## src/inc/ecp_pkg.sv

```systemverilog
// ecp parallel port mode control: shared constants and types
package ecp_pkg;
  // ----------------------------------------
  // register map (byte offsets from port base)
  // ----------------------------------------
  localparam logic [10:0] ECP_OFS_DATA = 11'h000;
  localparam logic [10:0] ECP_OFS_DCR = 11'h002;
  localparam logic [10:0] ECP_OFS_DSR = 11'h001;
  localparam logic [10:0] ECP_OFS_FIFO = 11'h400;
  localparam logic [10:0] ECP_OFS_CFGB = 11'h401;
  localparam logic [10:0] ECP_OFS_XCR = 11'h402;
  localparam logic [10:0] ECP_OFS_OPT = 11'h403;
  // ----------------------------------------
  // mode codes
  // ----------------------------------------
  localparam logic [2:0] ECP_M_STD = 3'h0;
  localparam logic [2:0] ECP_M_BIDI = 3'h1;
  localparam logic [2:0] ECP_M_PFIFO = 3'h2;
  localparam logic [2:0] ECP_M_ECP = 3'h3;
  localparam logic [2:0] ECP_M_EPP = 3'h4;
  localparam logic [2:0] ECP_M_TEST = 3'h6;
  localparam logic [2:0] ECP_M_CFG = 3'h7;
  // ----------------------------------------
  // field positions and values
  // ----------------------------------------
  localparam int ECP_XCR_MODE_LSB = 5;
  localparam int ECP_XCR_FULL = 1;
  localparam int ECP_XCR_EMPTY = 0;
  localparam int ECP_DCR_STB = 0;
  localparam int ECP_DCR_AFD = 1;
  localparam int ECP_DCR_INIT = 2;
  localparam int ECP_DCR_SEL = 3;
  localparam int ECP_DCR_DIR = 5;
  localparam logic [7:0] ECP_CFGA_VAL = 8'h10;
  localparam logic [7:0] ECP_DCR_RST = 8'h00;
  localparam logic [7:0] ECP_XCR_RST = 8'h00;
  localparam logic [5:0] ECP_DCR_WMASK = 6'h3F;
  // strobe pulse width in ns, rounded up to cycles of the 100 MHz clock
  localparam int ECP_STB_NS = 500;
  localparam int ECP_STB_CYC = (ECP_STB_NS + 9) / 10;
  // ----------------------------------------
  // types
  // ----------------------------------------
  typedef struct packed {
    logic tag_cmd;
    logic [7:0] data;
  } ecp_entry_t;
  typedef struct packed {
    logic [10:0] addr;
    logic [7:0] wdata;
    logic wr;
    logic rd;
  } ecp_bus_t;
  typedef enum logic [2:0] {ST_IDLE, ST_SETUP, ST_WAIT_BUSY, ST_STB, ST_WAIT_REL, ST_REV_ACK} ecp_state_t;
endpackage

```

## src/hdl/ecp_fifo_mem.sv

```systemverilog
// ecp parallel port: small byte queue with registered read data
`timescale 1ns/1ps
module ecp_fifo_mem import ecp_pkg::*; #(
  parameter int DEPTH = 16
) (
  // clock and reset
  input wire logic clock,
  input wire logic rst_n,
  // control
  input wire logic flush,
  input wire logic push,
  input wire ecp_entry_t push_data,
  input wire logic pop,
  // status and data
  output ecp_entry_t head,
  output logic full,
  output logic empty
);
  localparam int AW = $clog2(DEPTH);
  initial begin
    if (DEPTH < 2 || (1 << AW) != DEPTH) $error("depth must be a power of two");
  end
  ecp_entry_t mem_r [DEPTH];
  logic [AW-1:0] wp_r;
  logic [AW-1:0] rp_r;
  logic [AW:0] cnt_r;
  logic do_push;
  logic do_pop;
  assign full = (cnt_r == (AW+1)'(DEPTH));
  assign empty = (cnt_r == '0);
  assign do_push = push && !full;
  assign do_pop = pop && !empty;
  always_ff @(posedge clock) begin
    if (do_push) begin
      mem_r[wp_r] <= push_data;
    end
  end
  always_ff @(posedge clock or negedge rst_n) begin
    if (!rst_n) begin
      wp_r <= '0;
      rp_r <= '0;
      cnt_r <= '0;
    end else if (flush) begin
      wp_r <= '0;
      rp_r <= '0;
      cnt_r <= '0;
    end else begin
      if (do_push) wp_r <= wp_r + 1'b1;
      if (do_pop) rp_r <= rp_r + 1'b1;
      cnt_r <= cnt_r + (AW+1)'(do_push) - (AW+1)'(do_pop);
    end
  end
  // head is registered; empty read repeats last byte
  // a push into an empty queue lands here at once, so head is never stale
  always_ff @(posedge clock or negedge rst_n) begin
    if (!rst_n) begin
      head <= '0;
    end else if (do_push && (empty || (do_pop && cnt_r == (AW+1)'(1)))) begin
      head <= push_data;
    end else if (do_pop && cnt_r > (AW+1)'(1)) begin
      head <= mem_r[rp_r + 1'b1];
    end
  end
endmodule // ecp_fifo_mem

```

## src/hdl/ecp_port.sv

```systemverilog
// ecp parallel port mode control and fifo data phase
//
// Contract
// full bit set when fifo cannot take a byte, empty bit when none.
// standard mode holds fifo reset, control outputs open-collector, direction ignored.
// bidirectional mode: direction tri-states data, data read returns pins, push-pull.
// parallel fifo mode sends fifo bytes with compatibility handshake, forward only.
// ecp forward merges data and command writes into one queue, sent in order.
// ecp reverse receives peripheral bytes into the fifo for host reads.
// mode 100 is epp only when option enabled; 101 reserved; push-pull.
// test mode allows free fifo access with no port handshake.
// configuration mode maps config a and b at 0x400 and 0x401.
// config b bits 5:3 encode the selected interrupt line.
// config b bits 2:0 encode the selected dma channel.
// automatic handshaking only in modes 010 and 011.
// from 000/001 any mode; otherwise only back to 000 or 001.
// direction changes only in mode 001.
// leaving forward extended mode deasserts all control signals first.
// leaving ecp reverse deasserts host acknowledge at once, drops surplus bytes.
// handshake outputs are registered and glitch-free over mode changes.
// host sets direction, strobe, autofeed to 0 before entering ecp mode.
// reverse ecp keeps handshaking bytes while fifo has room.
// command bytes byte-wide and forward only; all transfers byte-wide.
// forward host ack high for data, low for commands.
// peripheral marks reverse data by periph ack high, commands low.
// extended control bits 7:5 hold the read/write mode code.
// direction ignored in 000 and 010; elsewhere 0 output, 1 input.
`timescale 1ns/1ps
module ecp_port import ecp_pkg::*; #(
  parameter int DEPTH = 16
) (
  // clock and reset
  input wire logic clock,
  input wire logic rst_n,
  // register port
  input wire logic [10:0] addr,
  input wire logic [7:0] wdata,
  input wire logic wr,
  input wire logic rd,
  output logic [7:0] rdata,
  // chip configuration
  input wire logic epp_option,
  input wire logic [3:0] irq_sel,
  input wire logic [1:0] dma_sel,
  input wire logic irq_level,
  // cable data
  input wire logic [7:0] pd_in,
  output logic [7:0] pd_out,
  output logic pd_oe,
  // cable control outputs (open-collector in mode 000)
  output logic strobe_out_low,
  output logic strobe_oe,
  output logic autofeed_out_low,
  output logic autofeed_oe,
  output logic init_out_low,
  output logic init_oe,
  output logic select_in_out_low,
  output logic select_in_oe,
  // cable status inputs
  input wire logic busy_in,
  input wire logic ack_in_low,
  input wire logic fault_in_low,
  input wire logic select_in,
  input wire logic perror_in,
  // status
  output logic epp_active
);
  initial begin
    if (DEPTH < 2) $error("fifo depth too small");
  end
  // ----------------------------------------
  // registers
  // ----------------------------------------
  logic [2:0] mode_r;
  logic [5:0] dcr_r;
  logic [4:0] xcr_lo_r;
  logic [7:0] data_r;
  ecp_state_t st_r;
  logic [7:0] cnt_r;
  logic [7:0] out_r;
  logic hostack_r;
  logic stb_r;
  logic afd_r;
  logic fwd_rdy;
  logic fifo_full;
  logic fifo_empty;
  logic fifo_push;
  logic fifo_pop;
  logic fifo_flush;
  ecp_entry_t fifo_in;
  ecp_entry_t fifo_head;
  logic dir;
  logic auto_hs;
  logic fifo_win;
  logic [2:0] cfgb_irq;
  logic [2:0] cfgb_dma;
  logic mode_wr;
  logic [2:0] mode_nxt;
  logic mode_ok;
  logic stb_end;
  // direction only meaningful outside 000 and 010
  assign dir = dcr_r[ECP_DCR_DIR] && mode_r != ECP_M_STD && mode_r != ECP_M_PFIFO;
  assign auto_hs = mode_r == ECP_M_PFIFO || mode_r == ECP_M_ECP;
  assign fifo_win = mode_r == ECP_M_PFIFO || mode_r == ECP_M_ECP || mode_r == ECP_M_TEST;
  assign epp_active = mode_r == ECP_M_EPP && epp_option;
  // ----------------------------------------
  // mode register writes
  // ----------------------------------------
  assign mode_wr = wr && addr == ECP_OFS_XCR;
  assign mode_nxt = wdata[ECP_XCR_MODE_LSB +: 3];
  assign mode_ok = mode_r == ECP_M_STD || mode_r == ECP_M_BIDI ||
                   mode_nxt == ECP_M_STD || mode_nxt == ECP_M_BIDI;
  always_ff @(posedge clock or negedge rst_n) begin
    if (!rst_n) begin
      mode_r <= ECP_XCR_RST[7:5];
      xcr_lo_r <= ECP_XCR_RST[4:0];
    end else if (mode_wr) begin
      if (mode_ok) mode_r <= mode_nxt;
      xcr_lo_r <= {wdata[4:2], 2'b00};
    end
  end
  always_ff @(posedge clock or negedge rst_n) begin
    if (!rst_n) begin
      dcr_r <= ECP_DCR_RST[5:0];
    end else if (wr && addr == ECP_OFS_DCR) begin
      dcr_r[4:0] <= wdata[4:0] & ECP_DCR_WMASK[4:0];
      if (mode_r == ECP_M_BIDI) dcr_r[ECP_DCR_DIR] <= wdata[ECP_DCR_DIR];
    end
  end
  always_ff @(posedge clock or negedge rst_n) begin
    if (!rst_n) begin
      data_r <= '0;
    end else if (wr && addr == ECP_OFS_DATA && (mode_r == ECP_M_STD || mode_r == ECP_M_BIDI)) begin
      data_r <= wdata;
    end
  end
  // ----------------------------------------
  // fifo
  // ----------------------------------------
  assign fifo_flush = mode_r == ECP_M_STD || mode_r == ECP_M_BIDI;
  always_comb begin
    fifo_push = 1'b0;
    fifo_in = '0;
    if (wr && addr == ECP_OFS_FIFO && fifo_win && !(mode_r == ECP_M_ECP && dir)) begin
      fifo_push = 1'b1;
      fifo_in = '{tag_cmd: 1'b0, data: wdata};
    end else if (wr && addr == ECP_OFS_DATA && mode_r == ECP_M_ECP && !dir) begin
      fifo_push = 1'b1;
      fifo_in = '{tag_cmd: 1'b1, data: wdata};
    end else if (st_r == ST_REV_ACK && !ack_in_low && afd_r) begin
      // byte taken at the peripheral strobe; busy low marks a reverse command
      fifo_push = 1'b1;
      fifo_in = '{tag_cmd: !busy_in, data: pd_in};
    end
  end
  assign fifo_pop = (rd && addr == ECP_OFS_FIFO && (mode_r == ECP_M_TEST || (mode_r == ECP_M_ECP && dir)))
                    || (st_r == ST_WAIT_REL && auto_hs && !dir);
  ecp_fifo_mem #(.DEPTH(DEPTH)) u_fifo (
    .clock(clock),
    .rst_n(rst_n),
    .flush(fifo_flush),
    .push(fifo_push),
    .push_data(fifo_in),
    .pop(fifo_pop),
    .head(fifo_head),
    .full(fifo_full),
    .empty(fifo_empty)
  );
  // ----------------------------------------
  // automatic handshake engine
  // ----------------------------------------
  assign fwd_rdy = auto_hs && !dir && !fifo_empty;
  assign stb_end = cnt_r == 8'(ECP_STB_CYC);
  // reverse leg: host ack low requests a byte, peripheral ack (busy) marks data
  always_ff @(posedge clock or negedge rst_n) begin
    if (!rst_n) begin
      st_r <= ST_IDLE;
      cnt_r <= '0;
      out_r <= '0;
      hostack_r <= 1'b1;
      stb_r <= 1'b0;
      afd_r <= 1'b0;
    end else if (!auto_hs) begin
      // all engine-driven controls return to rest at once
      st_r <= ST_IDLE;
      stb_r <= 1'b0;
      afd_r <= 1'b0;
      hostack_r <= 1'b1;
      cnt_r <= '0;
    end else begin
      case (st_r)
        ST_IDLE: begin
          cnt_r <= '0;
          if (fwd_rdy && !busy_in) begin
            out_r <= fifo_head.data;
            hostack_r <= !(mode_r == ECP_M_ECP && fifo_head.tag_cmd);
            st_r <= ST_SETUP;
          end else if (mode_r == ECP_M_ECP && dir && !fifo_full) begin
            afd_r <= 1'b1;
            st_r <= ST_REV_ACK;
          end
        end
        ST_SETUP: begin
          stb_r <= 1'b1;
          st_r <= ST_STB;
        end
        ST_STB: begin
          cnt_r <= cnt_r + 8'h01;
          if (stb_end) begin
            stb_r <= 1'b0;
            st_r <= ST_WAIT_REL;
          end
        end
        ST_WAIT_REL: begin
          cnt_r <= '0;
          st_r <= ST_WAIT_BUSY;
        end
        ST_WAIT_BUSY: begin
          if (!busy_in) st_r <= ST_IDLE;
        end
        ST_REV_ACK: begin
          // byte taken on peripheral strobe; release and await its release
          if (!ack_in_low && afd_r) afd_r <= 1'b0;
          if (ack_in_low && !afd_r) st_r <= ST_IDLE;
        end
        default: st_r <= ST_IDLE;
      endcase
    end
  end
  // ----------------------------------------
  // pins
  // ----------------------------------------
  always_comb begin
    pd_out = auto_hs ? out_r : data_r;
    pd_oe = !dir;
    strobe_out_low = !(dcr_r[ECP_DCR_STB] || stb_r);
    autofeed_out_low = !(auto_hs ? (mode_r == ECP_M_ECP && dir ? afd_r : !hostack_r) : dcr_r[ECP_DCR_AFD]);
    init_out_low = dcr_r[ECP_DCR_INIT];
    select_in_out_low = !dcr_r[ECP_DCR_SEL];
    // open-collector: drive only the low level in standard mode
    strobe_oe = mode_r != ECP_M_STD || !strobe_out_low;
    autofeed_oe = mode_r != ECP_M_STD || !autofeed_out_low;
    init_oe = mode_r != ECP_M_STD || !init_out_low;
    select_in_oe = mode_r != ECP_M_STD || !select_in_out_low;
  end
  // ----------------------------------------
  // config b encodings
  // ----------------------------------------
  always_comb begin
    case (irq_sel)
      4'hF: cfgb_irq = 3'h6;
      4'hE: cfgb_irq = 3'h5;
      4'hB: cfgb_irq = 3'h4;
      4'hA: cfgb_irq = 3'h3;
      4'h9: cfgb_irq = 3'h2;
      4'h7: cfgb_irq = 3'h1;
      4'h5: cfgb_irq = 3'h7;
      default: cfgb_irq = 3'h0;
    endcase
    case (dma_sel)
      2'h3: cfgb_dma = 3'h3;
      2'h2: cfgb_dma = 3'h2;
      2'h1: cfgb_dma = 3'h1;
      default: cfgb_dma = 3'h0;
    endcase
  end
  // ----------------------------------------
  // read data, one cycle after the strobe
  // ----------------------------------------
  always_ff @(posedge clock or negedge rst_n) begin
    if (!rst_n) begin
      rdata <= '0;
    end else if (rd) begin
      case (addr)
        ECP_OFS_DATA: rdata <= (mode_r == ECP_M_BIDI) ? pd_in : data_r;
        ECP_OFS_DSR: rdata <= {!busy_in, ack_in_low, perror_in, select_in, fault_in_low, 3'h0};
        ECP_OFS_DCR: rdata <= {2'b00, dcr_r};
        ECP_OFS_FIFO: rdata <= (mode_r == ECP_M_CFG) ? ECP_CFGA_VAL : fifo_head.data;
        ECP_OFS_CFGB: rdata <= (mode_r == ECP_M_CFG) ? {1'b0, irq_level, cfgb_irq, cfgb_dma} : 8'h00;
        ECP_OFS_XCR: rdata <= {mode_r, xcr_lo_r[4:2], fifo_full, fifo_empty};
        ECP_OFS_OPT: rdata <= {7'h00, epp_option};
        default: rdata <= 8'h00;
      endcase
    end else begin
      rdata <= '0;
    end
  end
  // ----------------------------------------
  // checks
  // ----------------------------------------
  chk_mode_illegal: assert property (@(posedge clock) disable iff (!rst_n)
    (mode_r != ECP_M_STD && mode_r != ECP_M_BIDI && mode_wr && !mode_ok) |=> $stable(mode_r))
    else $error("illegal mode transition taken");
  chk_dir_locked: assert property (@(posedge clock) disable iff (!rst_n)
    (mode_r != ECP_M_BIDI) |=> $stable(dcr_r[ECP_DCR_DIR]))
    else $error("direction changed outside mode 001");
  chk_stb_quiet: assert property (@(posedge clock) disable iff (!rst_n)
    !auto_hs |=> !stb_r)
    else $error("engine strobe outside fifo modes");
  chk_hostack_rel: assert property (@(posedge clock) disable iff (!rst_n)
    ($past(auto_hs) && !auto_hs) |-> ##1 (hostack_r && !afd_r))
    else $error("host ack not released on mode exit");
  chk_fifo_flush: assert property (@(posedge clock) disable iff (!rst_n)
    (mode_r == ECP_M_STD) |=> fifo_empty)
    else $error("fifo not held in reset in standard mode");
  chk_oc_std: assert property (@(posedge clock) disable iff (!rst_n)
    (mode_r == ECP_M_STD && strobe_out_low) |-> !strobe_oe)
    else $error("strobe driven high in standard mode");
  chk_cmd_ack: assert property (@(posedge clock) disable iff (!rst_n)
    (st_r == ST_IDLE && fwd_rdy && !busy_in && mode_r == ECP_M_ECP) |=> (hostack_r == !$past(fifo_head.tag_cmd)))
    else $error("host ack does not mark command");
  chk_rdata_flags: assert property (@(posedge clock) disable iff (!rst_n)
    (rd && addr == ECP_OFS_XCR) |=> (rdata[ECP_XCR_EMPTY] == $past(fifo_empty) && rdata[ECP_XCR_FULL] == $past(fifo_full)))
    else $error("fifo flags read back wrong");
endmodule // ecp_port

```

## config.mk

```make
export PLATFORM = sky130hd
export DESIGN_NAME = ecp_port
export DESIGN_NICKNAME = d
export VERILOG_FILES = /design/src/inc/ecp_pkg.sv /design/src/hdl/ecp_fifo_mem.sv /design/src/hdl/ecp_port.sv
export SDC_FILE = /design/constraint.sdc
export NUM_CORES = 1
export LEC_CHECK = 0
export BUFFER_PORTS_ARGS = -buffer_cell sky130_fd_sc_hd__clkbuf_2
export CORE_MARGIN = 3
export CORE_UTILIZATION = 63
export DETAILED_ROUTE_END_ITERATION = 6
export MAX_ROUTING_LAYER = met4
export PLACE_DENSITY = 0.83
export SYNTH_ARGS = -nofsm -noshare
export SYNTH_HDL_FRONTEND = slang
export SYNTH_SLANG_ARGS = --single-unit
```

## constraint.sdc

```tcl
create_clock -name clock -period 9.95 [get_ports clock]
set_input_delay 1.99 -clock clock [delete_from_list [all_inputs] [get_ports clock]]
set_output_delay 1.99 -clock clock [all_outputs]
set_load 0.05 [all_outputs]
```

# After elaboration in Yosys (flattened, before gate mapping)
# Memories as Yosys holds them, arrays and structs flattened.
# Cells that the tools add are included.
# Widths: inputs -> output; s select.
# totals
regBits	72
ram_bits	144
inputBits	44
out_inout_bits	26
memories	1
# memory_table
name	depth	word_bits	rd	rd_ports_with_merged_regs	wr	line_no	text
u_fifo.mem_r	16	9	1	0	1	ecp_fifo_mem.sv:23	ecp_entry_t mem_r [DEPTH];
# classes
add_sub_neg	5
magnitude_cmp	1
eq_ne	44
mux	45
n_reduce_logical	74
# op_table
operator	count
$pmux 8 s7	1
$mux 9	5
$eq 11x11->1 const B	4
$mux 8	5
$logic_and 1x1->1	31
$pmux 3 s7	1
$eq 4x4->1 const B	5
$mux 3	6
$pmux 3 s6	1
$mux 1	16
$mux 4	4
$pmux 8 s2	1
$eq 3x3->1 const B	5
$logic_not 1->1	13
$logic_or 1x1->1	13
$eq 3x2->1 const B	4
$ne 3x2->1 const B	4
$ne 3x3->1 const B	4
$eq 11x1->1 const B	1
$eq 11x2->1 const B	1
$logic_not 11->1	1
$eq 3x1->1 const B	3
$logic_not 3->1	3
$add 4x1->4 const B	2
24 further kinds	35

# Depth between registers and ports, before layout
# logic_depth
ltp_word	12
ltp_mapped	15
mapped_depth_nobuf	14

# By module
# Synthesis repeated with hierarchy kept, for this count alone.
# unflattened
hier_cells	795
area_unflattened_um2	10359.9
# modules_own_cells
mod	n_inst	cells_each	area_per_inst_um2	seq_area_each_um2
ecp_fifo_mem	1	420	7115.6	4874.7
ecp_port	1	375	3244.4	1252.5

# Worst setup path after synthesis
# OpenSTA, ideal clock, no wires.
# synth_path
kind	input to output
from	input port epp_option
to	output port epp_active
arrival_ps	3523
required_time_ps	7960
setup_slack_ps	4437
path_stages	1
path_cell_list	nor4bb_1
# synth_via
elab_chain_len	1
# synth_lines
item	line_no	text
from (decl)	ecp_port.sv:42	input wire logic epp_option,
$logic_and 1x1->1	ecp_port.sv:105	assign epp_active = mode_r == ECP_M_EPP && epp_option;
to (decl)	ecp_port.sv:66	output logic epp_active
# Every way passes these cells.

# Worst setup path in the final report
# layout_path
from	input port addr[3]
to	register u_fifo.cnt_r[4]
# layout_via
elab_chain_len	10
word_cells_on_any_way	18
# layout_lines
item	line_no	text
from (decl)	ecp_port.sv:36	input wire logic [10:0] addr,
$logic_not 11->1	ecp_port.sv:147	end else if (wr && addr == ECP_OFS_DATA && mode_r == ECP_M_ECP && !dir) begin
$logic_and 1x1->1 (3 in a row)	ecp_port.sv:147	
$mux 1	ecp_port.sv:147	
$mux 1	ecp_port.sv:144	if (wr && addr == ECP_OFS_FIFO && fifo_win && !(mode_r == ECP_M_ECP && dir)) begin
$logic_and 1x1->1	ecp_fifo_mem.sv:31	assign do_push = push && !full;
$add 5x1->5	ecp_fifo_mem.sv:50	cnt_r <= cnt_r + (AW+1)'(do_push) - (AW+1)'(do_pop);
$sub 5x1->5 *	ecp_fifo_mem.sv:50	
$mux 5 *	ecp_fifo_mem.sv:43	end else if (flush) begin
to (signal assigned)	ecp_fifo_mem.sv:50	
to (decl)	ecp_fifo_mem.sv:26	logic [AW:0] cnt_r;
# Mark *: on every way between the ends. The rest lies on a longest branch, timed or not.
# A chain may end at the register's enable or synchronous reset.

==> flow_summary_export.csv <==
group,metric,value,unit
run_status,status,"finished clean",
pwr,leakagePower,4.46,nW
layout,area_delta_synth_final,12.3,%
global_route,grt_pass1_wl,37300,microns
layout,antennaDiodeCount,0,
global_route,grt_max_degree,73,
placed_design,placedCellCount,974,
layout,n_fill_cell,980,
routing,postRouteAntennaNets,0,
routing,post_drt_wl_per_cell,23.0,microns
layout,fin_area,11200,sq um
logic_synthesis,synth-edff-count,144,
routing,viasPerCell,6.43,
sta,report.final.slew_viol_count,0,
layout,multi_input_area,3570,sq um
global_route,grt_overflow,0,
setup_path,crit_path_top_delay_cell,"or4_1",
layout,layout-drive-gt1-share,23.2,%
pwr,ir_drop,0.170,mV
layout,seqCellArea,6130,sq um
die,core_area,15300,sq um
setup_path,critical_path_class,"primary input to flop",
setup_path,crit_arrival,5.24,ns
setup_path,cp_top_family,"simple AND/OR/NAND/NOR gates",
sta,rsz0062_at_grt,"no",
die,fp.dieArea,17400,sq um
routing,vias,6519,
global_route,use_met2,45.6,%
logic_synthesis,ys_warn_count,0,
clock_network,cts.htree.levels,1,
layout,layout_common_cells,"edfxtp_1 (144), nand2_1 (83), dfrtp_1 (70)",
routing,first_pass_iters,5,
die,io_pins,70,
logic_synthesis,synth.distinct_cells,66,
layout,nets,847,
sta,hold_viol_final,0,
sta,skew,0.0188,ns
setup_path,crit_fanout,12,
clock_network,clock-sinks,216,
die,initial_utilization,65.1,%
setup_path,crit_buf_inv,3,
sta,setup_viol,0,
clock_network,post-cts-setup-buffers,0,
routing,drc,0,
clock_network,insertion_delay,0.51,ns
routing,drt_iter0_markers,660,
sta,slew_headroom,12.2,%
die,rows,45,
sta,max_slew.worst_pin.slew,1.31,ns
placed_design,dp_hpwl,15500,microns
sta,tns,0,ns
clock_network,root_buffer,"clkbuf_16",
setup_path,start_kind,"primary input",
layout,final_common_cell,"edfxtp_1",
clock_network,cts_hold_buffers,0,
logic_synthesis,avgSynthCellArea,13.8,sq um
die,die_x,132,microns
logic_synthesis,ys.flop_type,"edfxtp_1",
routing,routed_wl,23300,microns
setup_path,path_cells,"clkbuf_2 -> or4_1 -> nor4_4 -> a211o_2 -> nand2_1 -> inv_1 -> ha_1 -> inv_1 -> fa_1 -> nor2_1 -> nor2_1 -> nor2_1 -> or3_1 -> a21oi_1",
logic_synthesis,postSynthNetCount,781,
sta,fin_crit_sh,49.2,%
sta,fmax,0.204,GHz
job,maxCapViolCount,0,
layout,utilization,73.1,%
logic_synthesis,ys_ff_latch,216,
min_path,hold_class,"flop to flop",
global_route,grt_usage,28.4,%
global_route,globalRouteMet1Util,37.7,%
clock_network,cts-resized-gates,0,
die,fp.dieH,132,microns
logic_synthesis,async_flop_share,33.3,%
logic_synthesis,yosysSeqAreaShare,61.5,%
global_route,grt_pass1_vias,6484,
pwr,p_per_area,161,nW/um^2
layout,post_layout_nonfiller_instances,1014,
sta,holdWs,0.489,ns
sta,final.min_clock_period,4.89,ns
setup_path,required,10.30,ns
placed_design,gp_congestion,0.977,
setup_path,critical_path.max_stage_delay,0.69,ns
logic_synthesis,synth.cell_area,9970,sq um
placed_design,dpl-instance-area,10500,sq um
placed_design,post-place-ws,4.63,ns
clock_network,cts_tree,"built",
setup_path,worstSetupEndpointType,"flop",
logic_synthesis,synthCells,721,
global_route,met3_usage,4.43,%
clock_network,cts_buffers,22,
clock_network,cts.reportedPaths.clkPinSlew,0.06,ns
sta,fin_ws,5.06,ns
global_route,busiest_layer,"met2",
placed_design,numPortBuffers,69,
pwr,finalPower,1.80,mW
global_route,antenna_found_initial,0,
setup_path,cp_common_cell,"nor2_1",
clock_network,cts_buffer_depth,3,
-- cell type report --
| type | instances | area share [%] |
|---|---|---|
| Inverter | 42 | 1.41 |
| Sequential cell | 216 | 54.7 |
| Clock inverter | 10 | 0.726 |
| Multi-Input combinational cell | 429 | 31.9 |
| Timing Repair Buffer | 76 | 3.55 |
| Clock buffer | 30 | 5.36 |
| Tap cell | 211 | 2.36 |
-- flip-flops by register name (all words and copies together) (netlist names) --
register	cells
dcr_r	6
hostack_r	1
afd_r	1
u_fifo.wp_r	4
u_fifo.head	9
mode_r	3
xcr_lo_r	3
rdata	8
data_r	8
cnt_r	8
u_fifo.rp_r	4
u_fifo.cnt_r	5
stb_r	1
out_r	8
u_fifo.mem_r	144
st_r	3
-- report_power, final --
group	internal [mW]	leakage [nW]	total, mW	switching [mW]
combinational	0.0190	1.54	0.0529	0.0339
clock	0.450	0.336	0.791	0.341
sequential	0.951	2.58	0.953	0.00188
-- path summary, 6_finish.rpt --
path | to | from | slack (ns) | cells past startpoint
worst min register to register | dcr_r[4] | dcr_r[4] | 0.49 | 2
max in group asynchronous | u_fifo.rp_r[0] | rst_n | 7.65 | 2
min in group asynchronous | u_fifo.cnt_r[2] | rst_n | 1.69 | 2
worst max-delay path | u_fifo.cnt_r[4] | addr[3] | 5.06 | 14
worst max register to register | u_fifo.cnt_r[4] | mode_r[1] | 5.64 | 13
worst min-delay path | dcr_r[4] | dcr_r[4] | 0.49 | 2
-- cell usage after synthesis (7+ instances only) --
cell type / instances / area, sq um
buf_2: 7 / 35.0
dfrtp_1: 71 / 1780
o211ai_1: 8 / 60.1
nand2_1: 83 / 312
nor3_1: 8 / 40.0
nor2_1: 40 / 150
inv_1: 42 / 158
a22oi_1: 8 / 60.1
mux4_2: 40 / 901
a21oi_1: 20 / 100
mux2_2: 21 / 236
o21ai_0: 32 / 160
nand3_1: 14 / 70.1
nand4_1: 7 / 43.8
ha_1: 15 / 188
edfxtp_1: 144 / 4320
mux2i_1: 10 / 100
clkbuf_1: 24 / 90.1
and4b_1: 7 / 70.1
-- layer usage --
metal | vias up | wire [microns]
met2 | 340 | 11500
met1 | 3227 | 9120
met3 | 65 | 1760
met4 | 0 | 918
met5 | - | 0
li1 | 2887 | -
-- tightest hold or removal path: cells and delay by family, from the launching register on --
kind	cells	cell delay [ns]
AO/OA/AOI/OAI	1	0.06
flip-flops	1	0.35
AND/OR/NAND/NOR	1	0.05
-- cell families after synthesis --
kind of cell               count (synthesis)  share of synthesized area (%)
AOI/OAI and AO/OA                        114                           7.49
and+or+nand+nor                          212                           11.2
xor gates and xnor gates                  11                          0.966
buffers and inverters                     76                           3.02
muxes                                     76                           13.7
adders and majority gates                 16                           2.08
DFF                                      216                           61.5
No activity file was read; power rests on OpenSTA's default activity.
